`src/rtl/timer_trio_params.svh`:
```
// Offsets, field positions, reset values and timing counts of the timer trio
`ifndef TIMER_TRIO_PARAMS_SVH
`define TIMER_TRIO_PARAMS_SVH

// ----------------------------------------------------------------------------
// Register byte offsets
// ----------------------------------------------------------------------------
`define OFF_TIMER_MODE 8'h00
`define OFF_TIMER_CONTROL 8'h04
`define OFF_CLOCK_CONTROL 8'h08
`define OFF_TIMER2_CONTROL 8'h0C
`define OFF_TIMER2_MODE 8'h10
`define OFF_ZERO_LOW 8'h14
`define OFF_ZERO_HIGH 8'h18
`define OFF_ONE_LOW 8'h1C
`define OFF_ONE_HIGH 8'h20
`define OFF_TIMER2_LOW 8'h24
`define OFF_TIMER2_HIGH 8'h28
`define OFF_CAPTURE_LOW 8'h2C
`define OFF_CAPTURE_HIGH 8'h30

// ----------------------------------------------------------------------------
// Field positions
// ----------------------------------------------------------------------------
`define MODE_FIELD_ZERO 1:0
`define FUNC_ZERO_BIT 2
`define GATE_ZERO_BIT 3
`define MODE_FIELD_ONE 5:4
`define FUNC_ONE_BIT 6
`define GATE_ONE_BIT 7
`define RUN_ZERO_BIT 4
`define OVF_ZERO_BIT 5
`define RUN_ONE_BIT 6
`define OVF_ONE_BIT 7
`define TURBO_ZERO_BIT 3
`define TURBO_ONE_BIT 4
`define TURBO_TWO_BIT 5
`define CAP_RELOAD_BIT 0
`define FUNC_TWO_BIT 1
`define RUN_TWO_BIT 2
`define EXT_ENABLE_BIT 3
`define TX_CLK_SRC_BIT 4
`define RX_CLK_SRC_BIT 5
`define EXT_FLAG_BIT 6
`define OVF_TWO_BIT 7
`define UP_DOWN_BIT 0
`define CLK_OUT_BIT 1
`define CAP_CLEAR_BIT 3

// ----------------------------------------------------------------------------
// Values and timing
// ----------------------------------------------------------------------------
`define RESET_BYTE 8'h00
`define RESET_WORD 16'h0000
`define STD_DIV_LAST 2'h2
`define MODE_13BIT 2'h0
`define MODE_16BIT 2'h1
`define MODE_RELOAD 2'h2
`define MODE_SPLIT 2'h3
`define LOW5_FULL 5'h1F
`define BYTE_FULL 8'hFF
`define INC_ONE 17'h00001
`define INC_BYTE 9'h001

`endif

```
`src/rtl/timer_trio_pkg.sv`:
```
// Types shared by the timer trio modules
package timer_trio_pkg;

  typedef logic [7:0] addr_t;
  typedef logic [7:0] byte_t;
  typedef logic [31:0] word_t;
  typedef logic [15:0] count_t;

  // Machine cycle phases, Gray coded
  typedef enum logic [1:0] {
    PHASE_C1 = 2'h0,
    PHASE_C2 = 2'h1,
    PHASE_C3 = 2'h3,
    PHASE_C4 = 2'h2
  } phase_t;

  typedef struct packed {
    phase_t phase;
    logic [1:0] cycle_count;
  } cycle_state_t;

  typedef struct packed {
    byte_t timer_mode_register;
    byte_t timer_control_register;
    byte_t clock_control_register;
    byte_t timer2_control_register;
    byte_t timer2_mode_register;
    byte_t timer_zero_low_byte;
    byte_t timer_zero_high_byte;
    byte_t timer_one_low_byte;
    byte_t timer_one_high_byte;
    byte_t timer2_low_byte;
    byte_t timer2_high_byte;
    byte_t capture_low_byte;
    byte_t capture_high_byte;
    byte_t read_data;
    logic [5:0] sync_first;
    logic [5:0] sync_second;
    logic [3:0] sample;
    logic [3:0] edge_pending;
  } timer_state_t;

endpackage

```
`src/rtl/cycle_if.sv`:
```
// Machine cycle strobes from the phase generator to the timers
`timescale 1ns/1ps
`default_nettype none

interface cycle_if;
  logic tick_quarter;
  logic tick_twelfth;
  logic sample_strobe;
  modport source (output tick_quarter, output tick_twelfth, output sample_strobe);
  modport sink (input tick_quarter, input tick_twelfth, input sample_strobe);
endinterface

`default_nettype wire

```
`src/rtl/timer_trio.sv`:
```
// Three timer/counters with capture and reload behind an APB slave
//
// What this block does
// - Timer tick is clock/12 or clock/4
// - Count pins sampled at C4, high-then-low counts
// - Counts update at C3, edge counts next cycle
// - Function bits 2 and 6 select tick or edge
// - Two-bit mode field for timer zero and timer one
// - Turbo bits reset to 0, 1 selects /4
// - Mode 0 is 13 bits, upper low bits ignored
// - Mode 0 carry at low bit 5, flag on wrap
// - Count needs run and gate bit clear or gate pin high
// - Mode 1 is 16 bits, flag on wrap
// - Mode 2 low byte reloads from high byte
// - Timer one mode 3 freezes its count
// - Timer zero mode 3 splits into two bytes
// - Split: timer one runs by its own mode
// - Timer2 ticks from pin or divider while running
// - Timer2 capture mode counts 16 bits, flags wrap
// - Trigger edge captures count, sets external flag
// - Capture clear bit zeroes count after capture
// - Up reload loads capture bytes on wrap
// - Trigger edge also reloads, sets external flag
// - Zero/one overflow flags set at C3
// - Vectoring clears zero/one flags, timer2 software
//
// The APB register port and the address map were chosen for this implementation.
`timescale 1ns/1ps
`default_nettype none
`include "timer_trio_params.svh"

module timer_trio (
  // Clock and reset
  input wire logic CLOCK,
  input wire logic RESET_N,
  // APB slave
  input wire logic PSEL,
  input wire logic PENABLE,
  input wire logic PWRITE,
  input wire timer_trio_pkg::addr_t PADDR,
  input wire timer_trio_pkg::word_t PWDATA,
  output timer_trio_pkg::word_t PRDATA,
  output logic PREADY,
  output logic PSLVERR,
  // External pins
  input wire logic COUNT_INPUT_ZERO,
  input wire logic COUNT_INPUT_ONE,
  input wire logic GATE_PIN_ZERO,
  input wire logic GATE_PIN_ONE,
  input wire logic TIMER2_COUNT_PIN,
  input wire logic TIMER2_TRIGGER_PIN,
  // Vector acknowledge from the core
  input wire logic VECTOR_ACK_ZERO,
  input wire logic VECTOR_ACK_ONE,
  // Interrupt flags
  output logic OVERFLOW_FLAG_ZERO,
  output logic OVERFLOW_FLAG_ONE,
  output logic TIMER2_OVERFLOW_FLAG,
  output logic TIMER2_EXTERNAL_FLAG
);
  import timer_trio_pkg::*;

  timer_state_t s;
  timer_state_t next_s;
  cycle_if cyc ();

  cycle_gen u_cycle_gen (
    .clock(CLOCK),
    .reset_n(RESET_N),
    .cyc(cyc.source)
  );

  // ----------------------------------------------------------------------------
  // Helpers
  // ----------------------------------------------------------------------------
  // One count step of timer zero or one: {overflow, high, low}
  function automatic logic [16:0] timer_step(input logic [1:0] mode, input byte_t hi,
                                             input byte_t lo);
    logic [16:0] sum;
    logic [5:0] low5;
    logic [8:0] high9;
    logic [8:0] low9;
    sum = '0;
    low5 = '0;
    high9 = '0;
    low9 = '0;
    case (mode)
      `MODE_13BIT: begin
        low5 = {1'b0, lo[4:0]} + 6'h01;
        high9 = {1'b0, hi} + {8'h00, (lo[4:0] == `LOW5_FULL)};
        timer_step = {high9[8] & (lo[4:0] == `LOW5_FULL), high9[7:0], lo[7:5], low5[4:0]};
      end
      `MODE_16BIT: begin
        sum = {1'b0, hi, lo} + `INC_ONE;
        timer_step = sum;
      end
      `MODE_RELOAD: begin
        if (lo == `BYTE_FULL) begin
          timer_step = {1'b1, hi, hi};
        end else begin
          low9 = {1'b0, lo} + `INC_BYTE;
          timer_step = {1'b0, hi, low9[7:0]};
        end
      end
      default: timer_step = {1'b0, hi, lo};
    endcase
  endfunction

  // Known register offsets
  function automatic logic addr_hit(input addr_t addr);
    case (addr)
      `OFF_TIMER_MODE, `OFF_TIMER_CONTROL, `OFF_CLOCK_CONTROL, `OFF_TIMER2_CONTROL,
      `OFF_TIMER2_MODE, `OFF_ZERO_LOW, `OFF_ZERO_HIGH, `OFF_ONE_LOW, `OFF_ONE_HIGH,
      `OFF_TIMER2_LOW, `OFF_TIMER2_HIGH, `OFF_CAPTURE_LOW, `OFF_CAPTURE_HIGH: addr_hit = 1'b1;
      default: addr_hit = 1'b0;
    endcase
  endfunction

  // ----------------------------------------------------------------------------
  // Next state
  // ----------------------------------------------------------------------------
  logic base_zero;
  logic base_one;
  logic base_two;
  logic in_zero;
  logic in_one;
  logic in_two;
  logic run_zero;
  logic run_one;
  logic gate_ok_zero;
  logic gate_ok_one;
  logic split;
  logic set_ovf_zero;
  logic set_ovf_one;
  logic set_ovf_two;
  logic set_ext_two;
  logic capture_mode;
  logic reload_mode;
  logic trigger;
  logic [16:0] step;
  logic [8:0] byte_sum;
  logic [16:0] count2_sum;
  logic bus_write;

  always_comb begin
    next_s = s;
    step = '0;
    byte_sum = '0;
    set_ovf_zero = 1'b0;
    set_ovf_one = 1'b0;
    set_ovf_two = 1'b0;
    set_ext_two = 1'b0;

    // Pin synchronisers
    next_s.sync_first = {TIMER2_TRIGGER_PIN, TIMER2_COUNT_PIN, COUNT_INPUT_ONE,
                         COUNT_INPUT_ZERO, GATE_PIN_ONE, GATE_PIN_ZERO};
    next_s.sync_second = s.sync_first;

    // Edge detection at C4, consumed at the next C3
    if (cyc.sample_strobe) begin
      next_s.sample = s.sync_second[5:2];
      next_s.edge_pending = s.sample & ~s.sync_second[5:2];
    end else if (cyc.tick_quarter) begin
      next_s.edge_pending = '0;
    end

    // Time bases
    base_zero = s.clock_control_register[`TURBO_ZERO_BIT] ? cyc.tick_quarter
                                                          : cyc.tick_twelfth;
    base_one = s.clock_control_register[`TURBO_ONE_BIT] ? cyc.tick_quarter
                                                        : cyc.tick_twelfth;
    base_two = s.clock_control_register[`TURBO_TWO_BIT] ? cyc.tick_quarter
                                                        : cyc.tick_twelfth;

    // Counted inputs
    in_zero = s.timer_mode_register[`FUNC_ZERO_BIT] ?
              (cyc.tick_quarter & s.edge_pending[0]) : base_zero;
    in_one = s.timer_mode_register[`FUNC_ONE_BIT] ?
             (cyc.tick_quarter & s.edge_pending[1]) : base_one;
    in_two = s.timer2_control_register[`FUNC_TWO_BIT] ?
             (cyc.tick_quarter & s.edge_pending[2]) : base_two;

    // Gating
    gate_ok_zero = !s.timer_mode_register[`GATE_ZERO_BIT] || s.sync_second[0];
    gate_ok_one = !s.timer_mode_register[`GATE_ONE_BIT] || s.sync_second[1];
    split = (s.timer_mode_register[`MODE_FIELD_ZERO] == `MODE_SPLIT);
    run_zero = s.timer_control_register[`RUN_ZERO_BIT] && gate_ok_zero;
    run_one = split ? gate_ok_one : s.timer_control_register[`RUN_ONE_BIT] && gate_ok_one;

    // Timer zero
    if (!split) begin
      if (run_zero && in_zero) begin
        step = timer_step(s.timer_mode_register[`MODE_FIELD_ZERO], s.timer_zero_high_byte,
                          s.timer_zero_low_byte);
        next_s.timer_zero_high_byte = step[15:8];
        next_s.timer_zero_low_byte = step[7:0];
        set_ovf_zero = step[16];
      end
    end else begin
      if (run_zero && in_zero) begin
        byte_sum = {1'b0, s.timer_zero_low_byte} + `INC_BYTE;
        next_s.timer_zero_low_byte = byte_sum[7:0];
        set_ovf_zero = byte_sum[8];
      end
      if (s.timer_control_register[`RUN_ONE_BIT] && base_zero) begin
        byte_sum = {1'b0, s.timer_zero_high_byte} + `INC_BYTE;
        next_s.timer_zero_high_byte = byte_sum[7:0];
        set_ovf_one = byte_sum[8];
      end
    end

    // Timer one
    if (run_one && in_one) begin
      step = timer_step(s.timer_mode_register[`MODE_FIELD_ONE], s.timer_one_high_byte,
                        s.timer_one_low_byte);
      next_s.timer_one_high_byte = step[15:8];
      next_s.timer_one_low_byte = step[7:0];
      if (!split) begin
        set_ovf_one = step[16];
      end
    end

    // Timer two
    capture_mode = s.timer2_control_register[`CAP_RELOAD_BIT] &&
                   !s.timer2_control_register[`RX_CLK_SRC_BIT] &&
                   !s.timer2_control_register[`TX_CLK_SRC_BIT];
    reload_mode = !s.timer2_control_register[`CAP_RELOAD_BIT] &&
                  !s.timer2_control_register[`RX_CLK_SRC_BIT] &&
                  !s.timer2_control_register[`TX_CLK_SRC_BIT] &&
                  !s.timer2_mode_register[`UP_DOWN_BIT] &&
                  !s.timer2_mode_register[`CLK_OUT_BIT];
    trigger = cyc.tick_quarter && s.edge_pending[3] &&
              s.timer2_control_register[`EXT_ENABLE_BIT];
    count2_sum = {1'b0, s.timer2_high_byte, s.timer2_low_byte} + `INC_ONE;

    if (capture_mode) begin
      if (s.timer2_control_register[`RUN_TWO_BIT] && in_two) begin
        next_s.timer2_high_byte = count2_sum[15:8];
        next_s.timer2_low_byte = count2_sum[7:0];
        set_ovf_two = count2_sum[16];
      end
      if (trigger) begin
        next_s.capture_high_byte = s.timer2_high_byte;
        next_s.capture_low_byte = s.timer2_low_byte;
        set_ext_two = 1'b1;
        if (s.timer2_mode_register[`CAP_CLEAR_BIT]) begin
          next_s.timer2_high_byte = `RESET_BYTE;
          next_s.timer2_low_byte = `RESET_BYTE;
        end
      end
    end else if (reload_mode) begin
      if (s.timer2_control_register[`RUN_TWO_BIT] && in_two) begin
        if (count2_sum[16]) begin
          next_s.timer2_high_byte = s.capture_high_byte;
          next_s.timer2_low_byte = s.capture_low_byte;
          set_ovf_two = 1'b1;
        end else begin
          next_s.timer2_high_byte = count2_sum[15:8];
          next_s.timer2_low_byte = count2_sum[7:0];
        end
      end
      if (trigger) begin
        next_s.timer2_high_byte = s.capture_high_byte;
        next_s.timer2_low_byte = s.capture_low_byte;
        set_ext_two = 1'b1;
      end
    end

    // Register read data, loaded in the setup cycle
    if (PSEL && !PENABLE) begin
      case (PADDR)
        `OFF_TIMER_MODE: next_s.read_data = s.timer_mode_register;
        `OFF_TIMER_CONTROL: next_s.read_data = s.timer_control_register;
        `OFF_CLOCK_CONTROL: next_s.read_data = s.clock_control_register;
        `OFF_TIMER2_CONTROL: next_s.read_data = s.timer2_control_register;
        `OFF_TIMER2_MODE: next_s.read_data = s.timer2_mode_register;
        `OFF_ZERO_LOW: next_s.read_data = s.timer_zero_low_byte;
        `OFF_ZERO_HIGH: next_s.read_data = s.timer_zero_high_byte;
        `OFF_ONE_LOW: next_s.read_data = s.timer_one_low_byte;
        `OFF_ONE_HIGH: next_s.read_data = s.timer_one_high_byte;
        `OFF_TIMER2_LOW: next_s.read_data = s.timer2_low_byte;
        `OFF_TIMER2_HIGH: next_s.read_data = s.timer2_high_byte;
        `OFF_CAPTURE_LOW: next_s.read_data = s.capture_low_byte;
        `OFF_CAPTURE_HIGH: next_s.read_data = s.capture_high_byte;
        default: next_s.read_data = `RESET_BYTE;
      endcase
    end

    // Register writes override the count of the same cycle
    bus_write = PSEL && PENABLE && PWRITE;
    if (bus_write) begin
      case (PADDR)
        `OFF_TIMER_MODE: next_s.timer_mode_register = PWDATA[7:0];
        `OFF_TIMER_CONTROL: next_s.timer_control_register = PWDATA[7:0];
        `OFF_CLOCK_CONTROL: next_s.clock_control_register = PWDATA[7:0];
        `OFF_TIMER2_CONTROL: next_s.timer2_control_register = PWDATA[7:0];
        `OFF_TIMER2_MODE: next_s.timer2_mode_register = PWDATA[7:0];
        `OFF_ZERO_LOW: next_s.timer_zero_low_byte = PWDATA[7:0];
        `OFF_ZERO_HIGH: next_s.timer_zero_high_byte = PWDATA[7:0];
        `OFF_ONE_LOW: next_s.timer_one_low_byte = PWDATA[7:0];
        `OFF_ONE_HIGH: next_s.timer_one_high_byte = PWDATA[7:0];
        `OFF_TIMER2_LOW: next_s.timer2_low_byte = PWDATA[7:0];
        `OFF_TIMER2_HIGH: next_s.timer2_high_byte = PWDATA[7:0];
        `OFF_CAPTURE_LOW: next_s.capture_low_byte = PWDATA[7:0];
        `OFF_CAPTURE_HIGH: next_s.capture_high_byte = PWDATA[7:0];
        default: next_s.read_data = s.read_data;
      endcase
    end

    // Flags: hardware set wins over any clear
    next_s.timer_control_register[`OVF_ZERO_BIT] =
      (next_s.timer_control_register[`OVF_ZERO_BIT] & ~VECTOR_ACK_ZERO) | set_ovf_zero;
    next_s.timer_control_register[`OVF_ONE_BIT] =
      (next_s.timer_control_register[`OVF_ONE_BIT] & ~VECTOR_ACK_ONE) | set_ovf_one;
    next_s.timer2_control_register[`OVF_TWO_BIT] =
      next_s.timer2_control_register[`OVF_TWO_BIT] | set_ovf_two;
    next_s.timer2_control_register[`EXT_FLAG_BIT] =
      next_s.timer2_control_register[`EXT_FLAG_BIT] | set_ext_two;
  end

  // ----------------------------------------------------------------------------
  // State register
  // ----------------------------------------------------------------------------
  always_ff @(posedge CLOCK) begin
    if (!RESET_N) begin
      s <= '0;
    end else begin
      s <= next_s;
    end
  end

  // ----------------------------------------------------------------------------
  // Outputs
  // ----------------------------------------------------------------------------
  assign PRDATA = {24'h000000, s.read_data};
  assign PREADY = 1'b1;
  assign PSLVERR = PSEL && PENABLE && !addr_hit(PADDR);
  assign OVERFLOW_FLAG_ZERO = s.timer_control_register[`OVF_ZERO_BIT];
  assign OVERFLOW_FLAG_ONE = s.timer_control_register[`OVF_ONE_BIT];
  assign TIMER2_OVERFLOW_FLAG = s.timer2_control_register[`OVF_TWO_BIT];
  assign TIMER2_EXTERNAL_FLAG = s.timer2_control_register[`EXT_FLAG_BIT];

endmodule

`default_nettype wire

```
`src/rtl/cycle_gen.sv`:
```
// Four-phase machine cycle generator with time-base strobes
`timescale 1ns/1ps
`default_nettype none
`include "timer_trio_params.svh"

module cycle_gen (
  // Clock and reset
  input wire logic clock,
  input wire logic reset_n,
  // Strobes
  cycle_if.source cyc
);
  import timer_trio_pkg::*;

  cycle_state_t s;
  cycle_state_t next_s;

  // ----------------------------------------------------------------------------
  // Phase sequence
  // ----------------------------------------------------------------------------
  always_comb begin
    next_s = s;
    case (s.phase)
      PHASE_C1: next_s.phase = PHASE_C2;
      PHASE_C2: next_s.phase = PHASE_C3;
      PHASE_C3: next_s.phase = PHASE_C4;
      PHASE_C4: begin
        next_s.phase = PHASE_C1;
        next_s.cycle_count = (s.cycle_count == `STD_DIV_LAST) ? 2'h0 : s.cycle_count + 2'h1;
      end
      default: next_s.phase = PHASE_C1;
    endcase
  end

  always_ff @(posedge clock) begin
    if (!reset_n) begin
      s <= '0;
    end else begin
      s <= next_s;
    end
  end

  // Count updates fall in C3, pin sampling in C4
  assign cyc.tick_quarter = (s.phase == PHASE_C3);
  assign cyc.tick_twelfth = (s.phase == PHASE_C3) && (s.cycle_count == `STD_DIV_LAST);
  assign cyc.sample_strobe = (s.phase == PHASE_C4);

endmodule

`default_nettype wire

```
`config.mk`:
```
export PLATFORM = sky130hd
export DESIGN_NAME = timer_trio
export DESIGN_NICKNAME = d
export VERILOG_FILES = /design/src/rtl/timer_trio_pkg.sv /design/src/rtl/cycle_if.sv /design/src/rtl/timer_trio.sv /design/src/rtl/cycle_gen.sv
export VERILOG_INCLUDE_DIRS = /design/src /design/src/rtl
export SDC_FILE = /design/constraint.sdc
export NUM_CORES = 1
export LEC_CHECK = 0
export BUFFER_PORTS_ARGS = -buffer_cell sky130_fd_sc_hd__buf_2
export CORE_ASPECT_RATIO = 1.5
export CORE_MARGIN = 3
export CORE_UTILIZATION = 65
export CTS_CLUSTER_SIZE = 14
export DETAILED_ROUTE_END_ITERATION = 10
export HOLD_SLACK_MARGIN = 0.08
export PLACE_DENSITY = 0.88
export SLEW_MARGIN = 0
export SYNTH_ARGS = -nofsm -noshare
export SYNTH_HDL_FRONTEND = slang
export SYNTH_HIERARCHICAL = 1
export SYNTH_SLANG_ARGS = --single-unit
```
`constraint.sdc`:
```
create_clock -name CLOCK -period 3.38 [get_ports CLOCK]
set_input_delay 0.338 -clock CLOCK [delete_from_list [all_inputs] [get_ports CLOCK]]
set_output_delay 0.338 -clock CLOCK [all_outputs]
set_load 0.02 [all_outputs]
```
==> results.py, run 1 <==
metrics = {
    "power_and_ir_drop": {
        "power.leakage_nw": 3.47,
        "clkPwrFrac": 0.519,
        "p_switching_mw": 1.02,
        "ir_worst_vdd_mv": 0.251,
        "pwr-share-comb": 0.055,
        "power.total_mw": 3.82,
        "swShare": 0.267,
        "p_per_area_nw_per_um2": 394,
        "p_seq_frac": 0.426,
        "p_int_mw": 2.80,
    },
    "final_layout": {
        "syn2layout_area_growth_pct": 7.38,
        "drive_gt1_frac": 0.121,
        "layout.nets": 1202,
        "fin_cells": 1314,
        "n_antenna_cell": 0,
        "fin_area_um2": 9690,
        "fillers": 1085,
        "fin_util": 0.716,
    },
    "drt": {
        "wl_per_cell_um": 23.3,
        "vias": 9392,
        "initialDrtViolationCount": 1097,
        "ant_nets": 0,
        "drc_errors": 0,
        "dr.pass1.iters": 8,
        "viasPerCell": 7.15,
        "wirelength_mm": 30.6,
    },
    "timing": {
        "max_freq_mhz": 363,
        "holdWs_ns": 0.112,
        "period_share": 0.815,
        "min_period_ns": 2.76,
        "setup_viol": 0,
        "finalHoldViolCount": 0,
        "fin_ws_ns": 0.624,
        "final_max_slew_viol_count": 0,
        "maxSlewHeadroom": 0.375,
        "setup_tns_ns": 0,
        "worst_slew_pin_slew_ns": 0.930,
        "skew_ns": 0.0119,
        "rsz0062_at_grt": "false",
    },
    "worst_setup_path": {
        "required_ns": 3.76,
        "cp_slowest_cell": "or4_1",
        "critical_path_class": "reg -> reg",
        "worstPathMaxFanout": 10,
        "arrival_ns": 3.13,
        "cp-start-kind": "flip-flop",
        "cp_slowest_stage_delay_ns": 0.45,
        "crit_chain": "and2_2 -> and3b_1 -> mux2_2 -> o211a_1 -> nand3_1 -> or4_1 -> a221oi_1 -> a311o_1",
        "end_kind": "flip-flop",
    },
    "synth": {
        "synth_top_area_share": 0.302,
        "yosysUniqueCellTypes": 93,
        "synth_area_um2": 9020,
        "synthArstFlopShare": 0,
        "synth.most_common_cell": "dfxtp_1",
        "ys_top_cells_by_count": "136 x dfxtp_1, 108 x nand2_1, 105 x nor2_1",
        "syn-mean-instance-area_um2": 7.79,
        "synth_top_flop_cell": "dfxtp_1",
        "synth-seq-cells": 136,
        "syn_inst": 1158,
        "synth_top_area_cell": "dfxtp_1",
        "yosysWarningCount": 6,
        "synthTopCellsByArea": "dfxtp_1 30%, mux2i_1 6.9%, o21ai_0 4.7%",
        "synth-edff-count": 0,
        "yosysSeqAreaShare": 0.302,
    },
    "clocking": {
        "cts_made_buffers": 17,
        "cts_tree": "built",
        "cts_buffer_depth": 2,
        "ctsResizeCount": 0,
        "post_cts_buffers": 0,
        "root_buffer": "clkbuf_16",
        "htreeDepth": 4,
        "clock_sinks": 136,
        "clk_transition_reported_paths_ns": 0.07,
        "clock_latency_ns": 0.43,
        "ctsHoldBuffers": 0,
    },
    "die": {
        "dieArea_um2": 15400,
        "rows": 52,
        "die_h_um": 150,
        "die_w_um": 102,
        "ios": 91,
        "coreArea_um2": 13500,
        "start_util": 0.667,
    },
    "global_route": {
        "grt_pass1_wl_mm": 47.3,
        "gr-total-overflow": 0,
        "antenna_found_initial": 0,
        "grt_max_degree": 54,
        "grt_use_total": 0.398,
        "grt_pass1_vias": 8748,
    },
    "min_path": {
        "hold_path.class": "in -> reg",
    },
    "place": {
        "dp.cells": 1282,
        "dp_slack_ns": 0.770,
        "place_area_um2": 9060,
        "dpl.hpwl_mm": 21.1,
        "numPortBuffers": 41,
        "place.gp.congestion": 1.04,
    },
    "status": {
        "outcome": "finished, final reports clean",
    },
    "flow_run": {
        "max-cap-violations": 0,
    },
}
-- cell usage in the layout (no fill, tap or decap), types with 13 or more instances in the layout --
cell	count
a211oi_1	28
a21oi_1	79
a22oi_1	20
a31oi_1	23
and2_1	27
and3_1	20
buf_2	41
buf_4	18
clkbuf_16	17
conb_1	25
dfxtp_1	136
inv_1	13
mux2_2	17
mux2i_1	62
nand2_1	108
nand3_1	44
nand4_1	19
nor2_1	105
nor3_1	15
o21ai_0	84
xnor2_1	17
-- final cells by class --
class	instances	area, um^2	area share
clock inverters	15	200	0.0207
well taps	162	203	0.0209
multi-input cells	909	5740	0.592
flip-flops and latches	136	2720	0.281
clock buffers	17	425	0.0439
inverters	16	60.1	0.00620
repair buffers	59	340	0.0351
-- worst max-delay path: cells and delay by family, from the launching register on --
kind / cells / cell delay [ns]
and+or+nand+nor: 4 / 1.23
AOI/OAI and AO/OA: 3 / 0.87
DFF: 1 / 0.39
muxes: 1 / 0.22
-- layer usage --
| metal | vias up | track usage | wire [um] |
|---|---|---|---|
| met5 | - | 0 | 0 |
| met4 | 0 | 0.273 | 2320 |
| met3 | 190 | 0.0663 | 2980 |
| met2 | 685 | 0.639 | 14500 |
| met1 | 4315 | 0.480 | 10900 |
| li1 | 4202 | - | - |
-- sequential cells by signal, summed over array words and instances (netlist names) --
register              count
TIMER2_OVERFLOW_FLAG      1
PRDATA                    8
OVERFLOW_FLAG_ONE         1
TIMER2_EXTERNAL_FLAG      1
s                       114
u_cycle_gen/s             4
next_s                    6
OVERFLOW_FLAG_ZERO        1
-- logic make-up (layout without fill, tap and decap cells) --
logic type / count (synthesis) / count (layout) / share of synthesized area
and+or+nand+nor: 418 / 418 / 0.236
DFF: 136 / 136 / 0.302
adders and majority gates: 10 / 10 / 0.0139
AOI/OAI and AO/OA: 353 / 353 / 0.255
other: 2 / 25 / 0.000832
muxes: 83 / 83 / 0.100
buffers and inverters: 136 / 107 / 0.0726
xor gates and xnor gates: 20 / 20 / 0.0194
-- final timing paths --
kind                     from         to  slack, ns  cells after the start
max reg2reg  u_cycle_gen/s[3]      s[49]       0.62                      8
min reg2reg        next_s[13]      s[13]       0.44                      1
min              GATE_PIN_ONE  next_s[9]       0.11                      2
max          u_cycle_gen/s[3]      s[49]       0.62                      8
-- power by group through the flow --
stage	Sequential [mW]	Clock, mW	Combinational (mW)
finish	1.63	1.98	0.212
global placement	1.66	0	0.199
global route	1.63	2.06	0.223
floorplan	1.65	0	0.158
CTS	1.63	1.99	0.203
detailed placement	1.66	0	0.202
(Power assumes the default switching activity.)
==> inputs of run 2 (changes only) <==
--- a/config.mk
+++ b/config.mk
@@ -9,11 +9,11 @@
 export BUFFER_PORTS_ARGS = -buffer_cell sky130_fd_sc_hd__buf_2
 export CORE_ASPECT_RATIO = 1.5
 export CORE_MARGIN = 3
-export CORE_UTILIZATION = 65
+export CORE_UTILIZATION = 60
 export CTS_CLUSTER_SIZE = 14
 export DETAILED_ROUTE_END_ITERATION = 10
 export HOLD_SLACK_MARGIN = 0.08
-export PLACE_DENSITY = 0.88
+export PLACE_DENSITY = 0.82
 export SLEW_MARGIN = 0
 export SYNTH_ARGS = -nofsm -noshare
 export SYNTH_HDL_FRONTEND = slang
==> constraint.sdc (replaced) <==
create_clock -name CLOCK -period 2.8 [get_ports CLOCK]
set_input_delay 0.28 -clock CLOCK [delete_from_list [all_inputs] [get_ports CLOCK]]
set_output_delay 0.28 -clock CLOCK [all_outputs]
set_load 0.02 [all_outputs]
==> results.py, run 2 (synthesized netlist as in run 1, its figures left out) <==
metrics = {
    "status": {
        "outcome": "finished, final reports clean",
    },
    "timing": {
        "setup_viol": 0,
        "min_period_ns": 2.62,
        "worst_slew_pin_slew_ns": 0.812,
        "setup_tns_ns": 0,
        "max_freq_mhz": 382,
        "finalHoldViolCount": 0,
        "final_max_slew_viol_count": 0,
        "rsz0062_at_grt": "false",
        "period_share": 0.934,
        "skew_ns": 0.00684,
        "maxSlewHeadroom": 0.454,
    },
    "final_layout": {
        "fin_util": 0.682,
        "final_cell_mix": "136 x dfxtp_1, 108 x nand2_1, 105 x nor2_1",
        "syn2layout_area_growth_pct": 10.8,
        "largest_reg_flops": 114,
        "layout.nets": 1239,
        "n_antenna_cell": 0,
        "drive_gt1_frac": 0.142,
        "fillers": 1234,
        "final_common_cell": "dfxtp_1",
        "regMostFlops": "s",
    },
    "die": {
        "die_h_um": 156,
        "ios": 91,
        "die_w_um": 106,
        "rows": 54,
        "start_util": 0.616,
        "dieArea_um2": 16600,
        "coreArea_um2": 14700,
    },
    "clocking": {
        "clock_sinks": 136,
        "root_buffer": "clkbuf_16",
        "ctsResizeCount": 0,
        "clock_latency_ns": 0.43,
        "cts_tree": "built",
        "clk_transition_reported_paths_ns": 0.07,
        "cts_buffer_depth": 2,
        "htreeDepth": 4,
        "cts_made_buffers": 17,
    },
    "worst_setup_path": {
        "reg2regPathDepth": 8,
        "worstPathMaxFanout": 12,
        "cp-start-kind": "flip-flop",
        "required_ns": 3.10,
        "arrival_ns": 2.91,
        "r2r_setup_slack_ns": 0.18,
        "end_kind": "flip-flop",
        "timing.rr.start": "u_cycle_gen/s[3]",
        "critical_path_class": "reg -> reg",
        "reg2reg_to": "s[79]",
    },
    "power_and_ir_drop": {
        "power.leakage_nw": 3.63,
        "p_per_area_nw_per_um2": 448,
        "ir_worst_vdd_mv": 0.365,
    },
    "place": {
        "numPortBuffers": 41,
        "place.gp.congestion": 1.03,
        "dpl.hpwl_mm": 23.0,
    },
    "drt": {
        "ant_nets": 0,
        "viasPerCell": 6.85,
        "initialDrtViolationCount": 915,
        "drc_errors": 0,
        "dr.pass1.iters": 6,
        "wl_per_cell_um": 23.1,
        "vias": 9482,
        "wirelength_mm": 32.0,
    },
    "min_path": {
        "hold_path.class": "in -> reg",
        "worst_hold_path.endpoint": "OVERFLOW_FLAG_ZERO",
        "whs_path_depth": 3,
        "hold_start": "VECTOR_ACK_ZERO",
    },
    "global_route": {
        "grt_use_total": 0.383,
        "grt_max_degree": 51,
        "grt_pass1_vias": 8993,
        "grt_pass1_wl_mm": 49.2,
        "gr-total-overflow": 0,
        "antenna_found_initial": 0,
    },
    "flow_run": {
        "max-cap-violations": 0,
    },
}
[run 2: cell count changes in the layout (fill, tap and decap cells not counted), sizes merged]
cell | previous run | this run
buf | 59 | 90
dlygate4sd3 | 0 | 6
clkinv | 4 | 6
inv | 24 | 22
bufinv | 2 | 1
[run 2: worst max-delay path, stage by stage, from the launching register on]
cell,delay (ns)
dfxtp_1,0.39
and2_2,0.27
and3b_1,0.25
mux2_2,0.29
o2111a_1,0.61
mux2i_1,0.25
mux2i_1,0.09
a311oi_1,0.23
a21oi_1,0.10
[run 2: cell type report]
cell class / count / area, um^2 / share of cell area
tap: 196 / 245 / 0.0245
multi-input combinational: 909 / 5740 / 0.574
clock buffer: 17 / 425 / 0.0426
inverter: 16 / 60.1 / 0.00601
sequential: 136 / 2720 / 0.272
clock inverter: 14 / 158 / 0.0158
timing repair buffer: 96 / 646 / 0.0646
[run 2: power breakdown]
group / internal, mW / total (mW) / switching [mW] / leakage [nW]
Clock: 1.26 / 2.23 / 0.978 / 0.283
Sequential: 1.95 / 1.96 / 0.0153 / 1.10
Combinational: 0.0763 / 0.275 / 0.199 / 2.25
[run 2: timing repair]
action / in CTS / in global routing
setup endpoints to repair: 0 / 0
endpoints found under the hold margin: 6 / 0
hold buffers: 6 / 0
setup buffers: 0 / 0
[run 2: stage by stage]
step	cells	power [mW]	worst slack, ns	instance area [um^2]	hold slack, ns
final	1384	4.47	0.184	10000	0.165
after global routing	1384	4.58	0.0000961	10000	0.191
after CTS	1384	4.48	0.230	10000	0.153
after detailed placement	1347	2.26	0.305	9350	0.420
after global placement	1347	2.26	0.311	9350	0.410
after floorplan	1181	2.19	0.577	9110	0.406
[run 2: worst max path at each step]
stage | start | to | cells past startpoint
after floorplan | u_cycle_gen/s[3] | s[48] | 10
after global placement | u_cycle_gen/s[3] | s[44] | 8
after detailed placement | u_cycle_gen/s[3] | s[44] | 8
after CTS | u_cycle_gen/s[3] | s[49] | 9
after global routing | u_cycle_gen/s[3] | s[44] | 8
final | u_cycle_gen/s[3] | s[79] | 8
[run 2: per-layer routing]
layer | track usage | share of wire | vias to the layer above | routed length, um
li1 | - | - | 4262 | -
met5 | 0 | 0 | - | 0
met2 | 0.648 | 0.48 | 626 | 15400
met4 | 0.265 | 0.080 | 0 | 2550
met3 | 0.0638 | 0.081 | 185 | 2590
met1 | 0.437 | 0.36 | 4409 | 11500
==> inputs of run 3 (changes only) <==
--- a/config.mk
+++ b/config.mk
@@ -9,11 +9,11 @@
 export BUFFER_PORTS_ARGS = -buffer_cell sky130_fd_sc_hd__buf_2
 export CORE_ASPECT_RATIO = 1.5
 export CORE_MARGIN = 3
-export CORE_UTILIZATION = 60
+export CORE_UTILIZATION = 54
 export CTS_CLUSTER_SIZE = 14
 export DETAILED_ROUTE_END_ITERATION = 10
 export HOLD_SLACK_MARGIN = 0.08
-export PLACE_DENSITY = 0.82
+export PLACE_DENSITY = 0.78
 export SLEW_MARGIN = 0
 export SYNTH_ARGS = -nofsm -noshare
 export SYNTH_HDL_FRONTEND = slang
==> constraint.sdc (replaced) <==
create_clock -name CLOCK -period 2.2 [get_ports CLOCK]
set_input_delay 0.22 -clock CLOCK [delete_from_list [all_inputs] [get_ports CLOCK]]
set_output_delay 0.22 -clock CLOCK [all_outputs]
set_load 0.02 [all_outputs]
==> results.py, run 3 (synthesized netlist as in run 1, its figures left out) <==
metrics = {
    "power_and_ir_drop": {
        "p_per_area_nw_per_um2": 500,
        "ir_worst_vdd_mv": 0.357,
        "power.leakage_nw": 4.22,
        "power.total_mw": 5.58,
    },
    "final_layout": {
        "fin_util": 0.687,
        "syn2layout_area_growth_pct": 23.8,
        "fin_area_um2": 11200,
        "regMostFlops": "s",
        "n_antenna_cell": 0,
        "largest_reg_flops": 114,
        "final_common_cell": "buf_4",
        "final_cell_mix": "142 x buf_4, 134 x dfxtp_1, 108 x nand2_1",
        "layout.nets": 1344,
        "drive_gt1_frac": 0.249,
    },
    "drt": {
        "wl_met1_mm": 12.0,
        "wl_met2_mm": 16.0,
        "ant_nets": 0,
        "drc_errors": 0,
        "vias": 9946,
        "dr.pass1.iters": 6,
        "dr_wl_met3_mm": 2.65,
        "initialDrtViolationCount": 1118,
        "top_layer_used": "met4",
        "wirelength_mm": 33.3,
        "wl_per_cell_um": 22.2,
        "viasPerCell": 6.64,
    },
    "global_route": {
        "grt_use_total": 0.352,
        "grt_pass1_vias": 9418,
        "grt_max_degree": 37,
        "grt_pass1_wl_mm": 50.8,
        "gr-total-overflow": 0,
        "antenna_found_initial": 0,
    },
    "worst_setup_path": {
        "worstPathMaxFanout": 6,
        "reg2regPathDepth": 9,
        "cp-start-kind": "flip-flop",
        "timing.rr.start": "u_cycle_gen/s[3]",
        "end_kind": "flip-flop",
        "required_ns": 2.57,
        "r2r_setup_slack_ns": -0.05,
        "arrival_ns": 2.62,
        "reg2reg_to": "s[52]",
        "critical_path_class": "reg -> reg",
    },
    "timing": {
        "worst_slew_pin_slew_ns": 0.530,
        "period_share": 1.02,
        "finalHoldViolCount": 0,
        "min_period_ns": 2.25,
        "fin_ws_ns": -0.0498,
        "max_freq_mhz": 444,
        "maxSlewHeadroom": 0.647,
        "skew_ns": 0.00965,
        "rsz0062_at_grt": "true",
        "setup_viol": 1,
        "setup_tns_ns": -0.0498,
        "final_max_slew_viol_count": 0,
    },
    "min_path": {
        "whs_path_depth": 3,
        "hold_path.class": "in -> reg",
        "hold_start": "VECTOR_ACK_ZERO",
        "worst_hold_path.endpoint": "OVERFLOW_FLAG_ZERO",
    },
    "clocking": {
        "cts_tree": "built",
        "htreeDepth": 4,
        "root_buffer": "clkbuf_16",
        "clock_latency_ns": 0.43,
        "cts_buffer_depth": 2,
        "cts_made_buffers": 17,
        "clock_sinks": 136,
        "clk_transition_reported_paths_ns": 0.06,
    },
    "place": {
        "numPortBuffers": 41,
        "place_area_um2": 10100,
        "dp_slack_ns": -0.143,
        "dpl.hpwl_mm": 23.6,
        "place.gp.congestion": 0.983,
    },
    "die": {
        "dieArea_um2": 18300,
        "ios": 91,
        "start_util": 0.555,
        "coreArea_um2": 16300,
        "rows": 57,
        "die_w_um": 112,
        "die_h_um": 164,
    },
    "status": {
        "violations": "setup timing",
        "outcome": "complete, but fails checks",
    },
    "flow_run": {
        "max-cap-violations": 0,
    },
}
run 3: what timing repair did:
item	CTS	global route
endpoints found under the hold margin	6	0
buffers inserted	1	11
endpoints found under the setup margin	19	47
gates resized for setup	13	75
hold buffers	6	0
cloned	0	1
pin swaps	0	34
run 3: power by group:
| group | internal (mW) | leakage (nW) | switching [mW] | total, mW |
|---|---|---|---|---|
| clock network | 1.49 | 0.270 | 1.22 | 2.72 |
| registers | 2.48 | 1.10 | 0.0106 | 2.49 |
| logic | 0.110 | 2.85 | 0.265 | 0.376 |
run 3: metal layers:
metal | global-route usage | up-vias
met5 | 0 | -
met4 | 0.250 | 0
met3 | 0.0564 | 204
met2 | 0.606 | 621
met1 | 0.396 | 4634
li1 | - | 4487
run 3: worst max path at each step:
stage,from,to,depth (start not counted)
2_1_floorplan,u_cycle_gen/s[3],s[49],9
3_5_place_dp,u_cycle_gen/s[3],s[59],9
6_report,u_cycle_gen/s[3],s[52],9
3_3_place_gp,u_cycle_gen/s[3],s[59],9
4_1_cts,u_cycle_gen/s[3],s[79],10
5_1_grt,s[84],s[81],10
run 3: layout make-up:
cell class,count,area [um^2]
inverter,16,60.1
fill,1296,5090
tap,206,258
multi-input combinational,909,6090
sequential,136,2730
clock inverter,13,111
clock buffer,18,439
timing repair buffer,201,1490
run 3: metrics by stage:
| stage | hold slack (ns) | cells |
|---|---|---|
| global route | 0.140 | 1499 |
| detailed placement | 0.416 | 1451 |
| CTS | 0.101 | 1489 |
| global placement | 0.415 | 1451 |
| finish | 0.115 | 1499 |
| floorplan | 0.347 | 1181 |
run 3: critical path, stage by stage (launching register included):
cell	delay [ns]
dfxtp_4	0.34
and2_4	0.13
and3b_2	0.22
mux2_4	0.30
o211a_4	0.31
a31oi_4	0.20
buf_4	0.19
nor2_1	0.08
a211oi_2	0.25
o31a_1	0.17
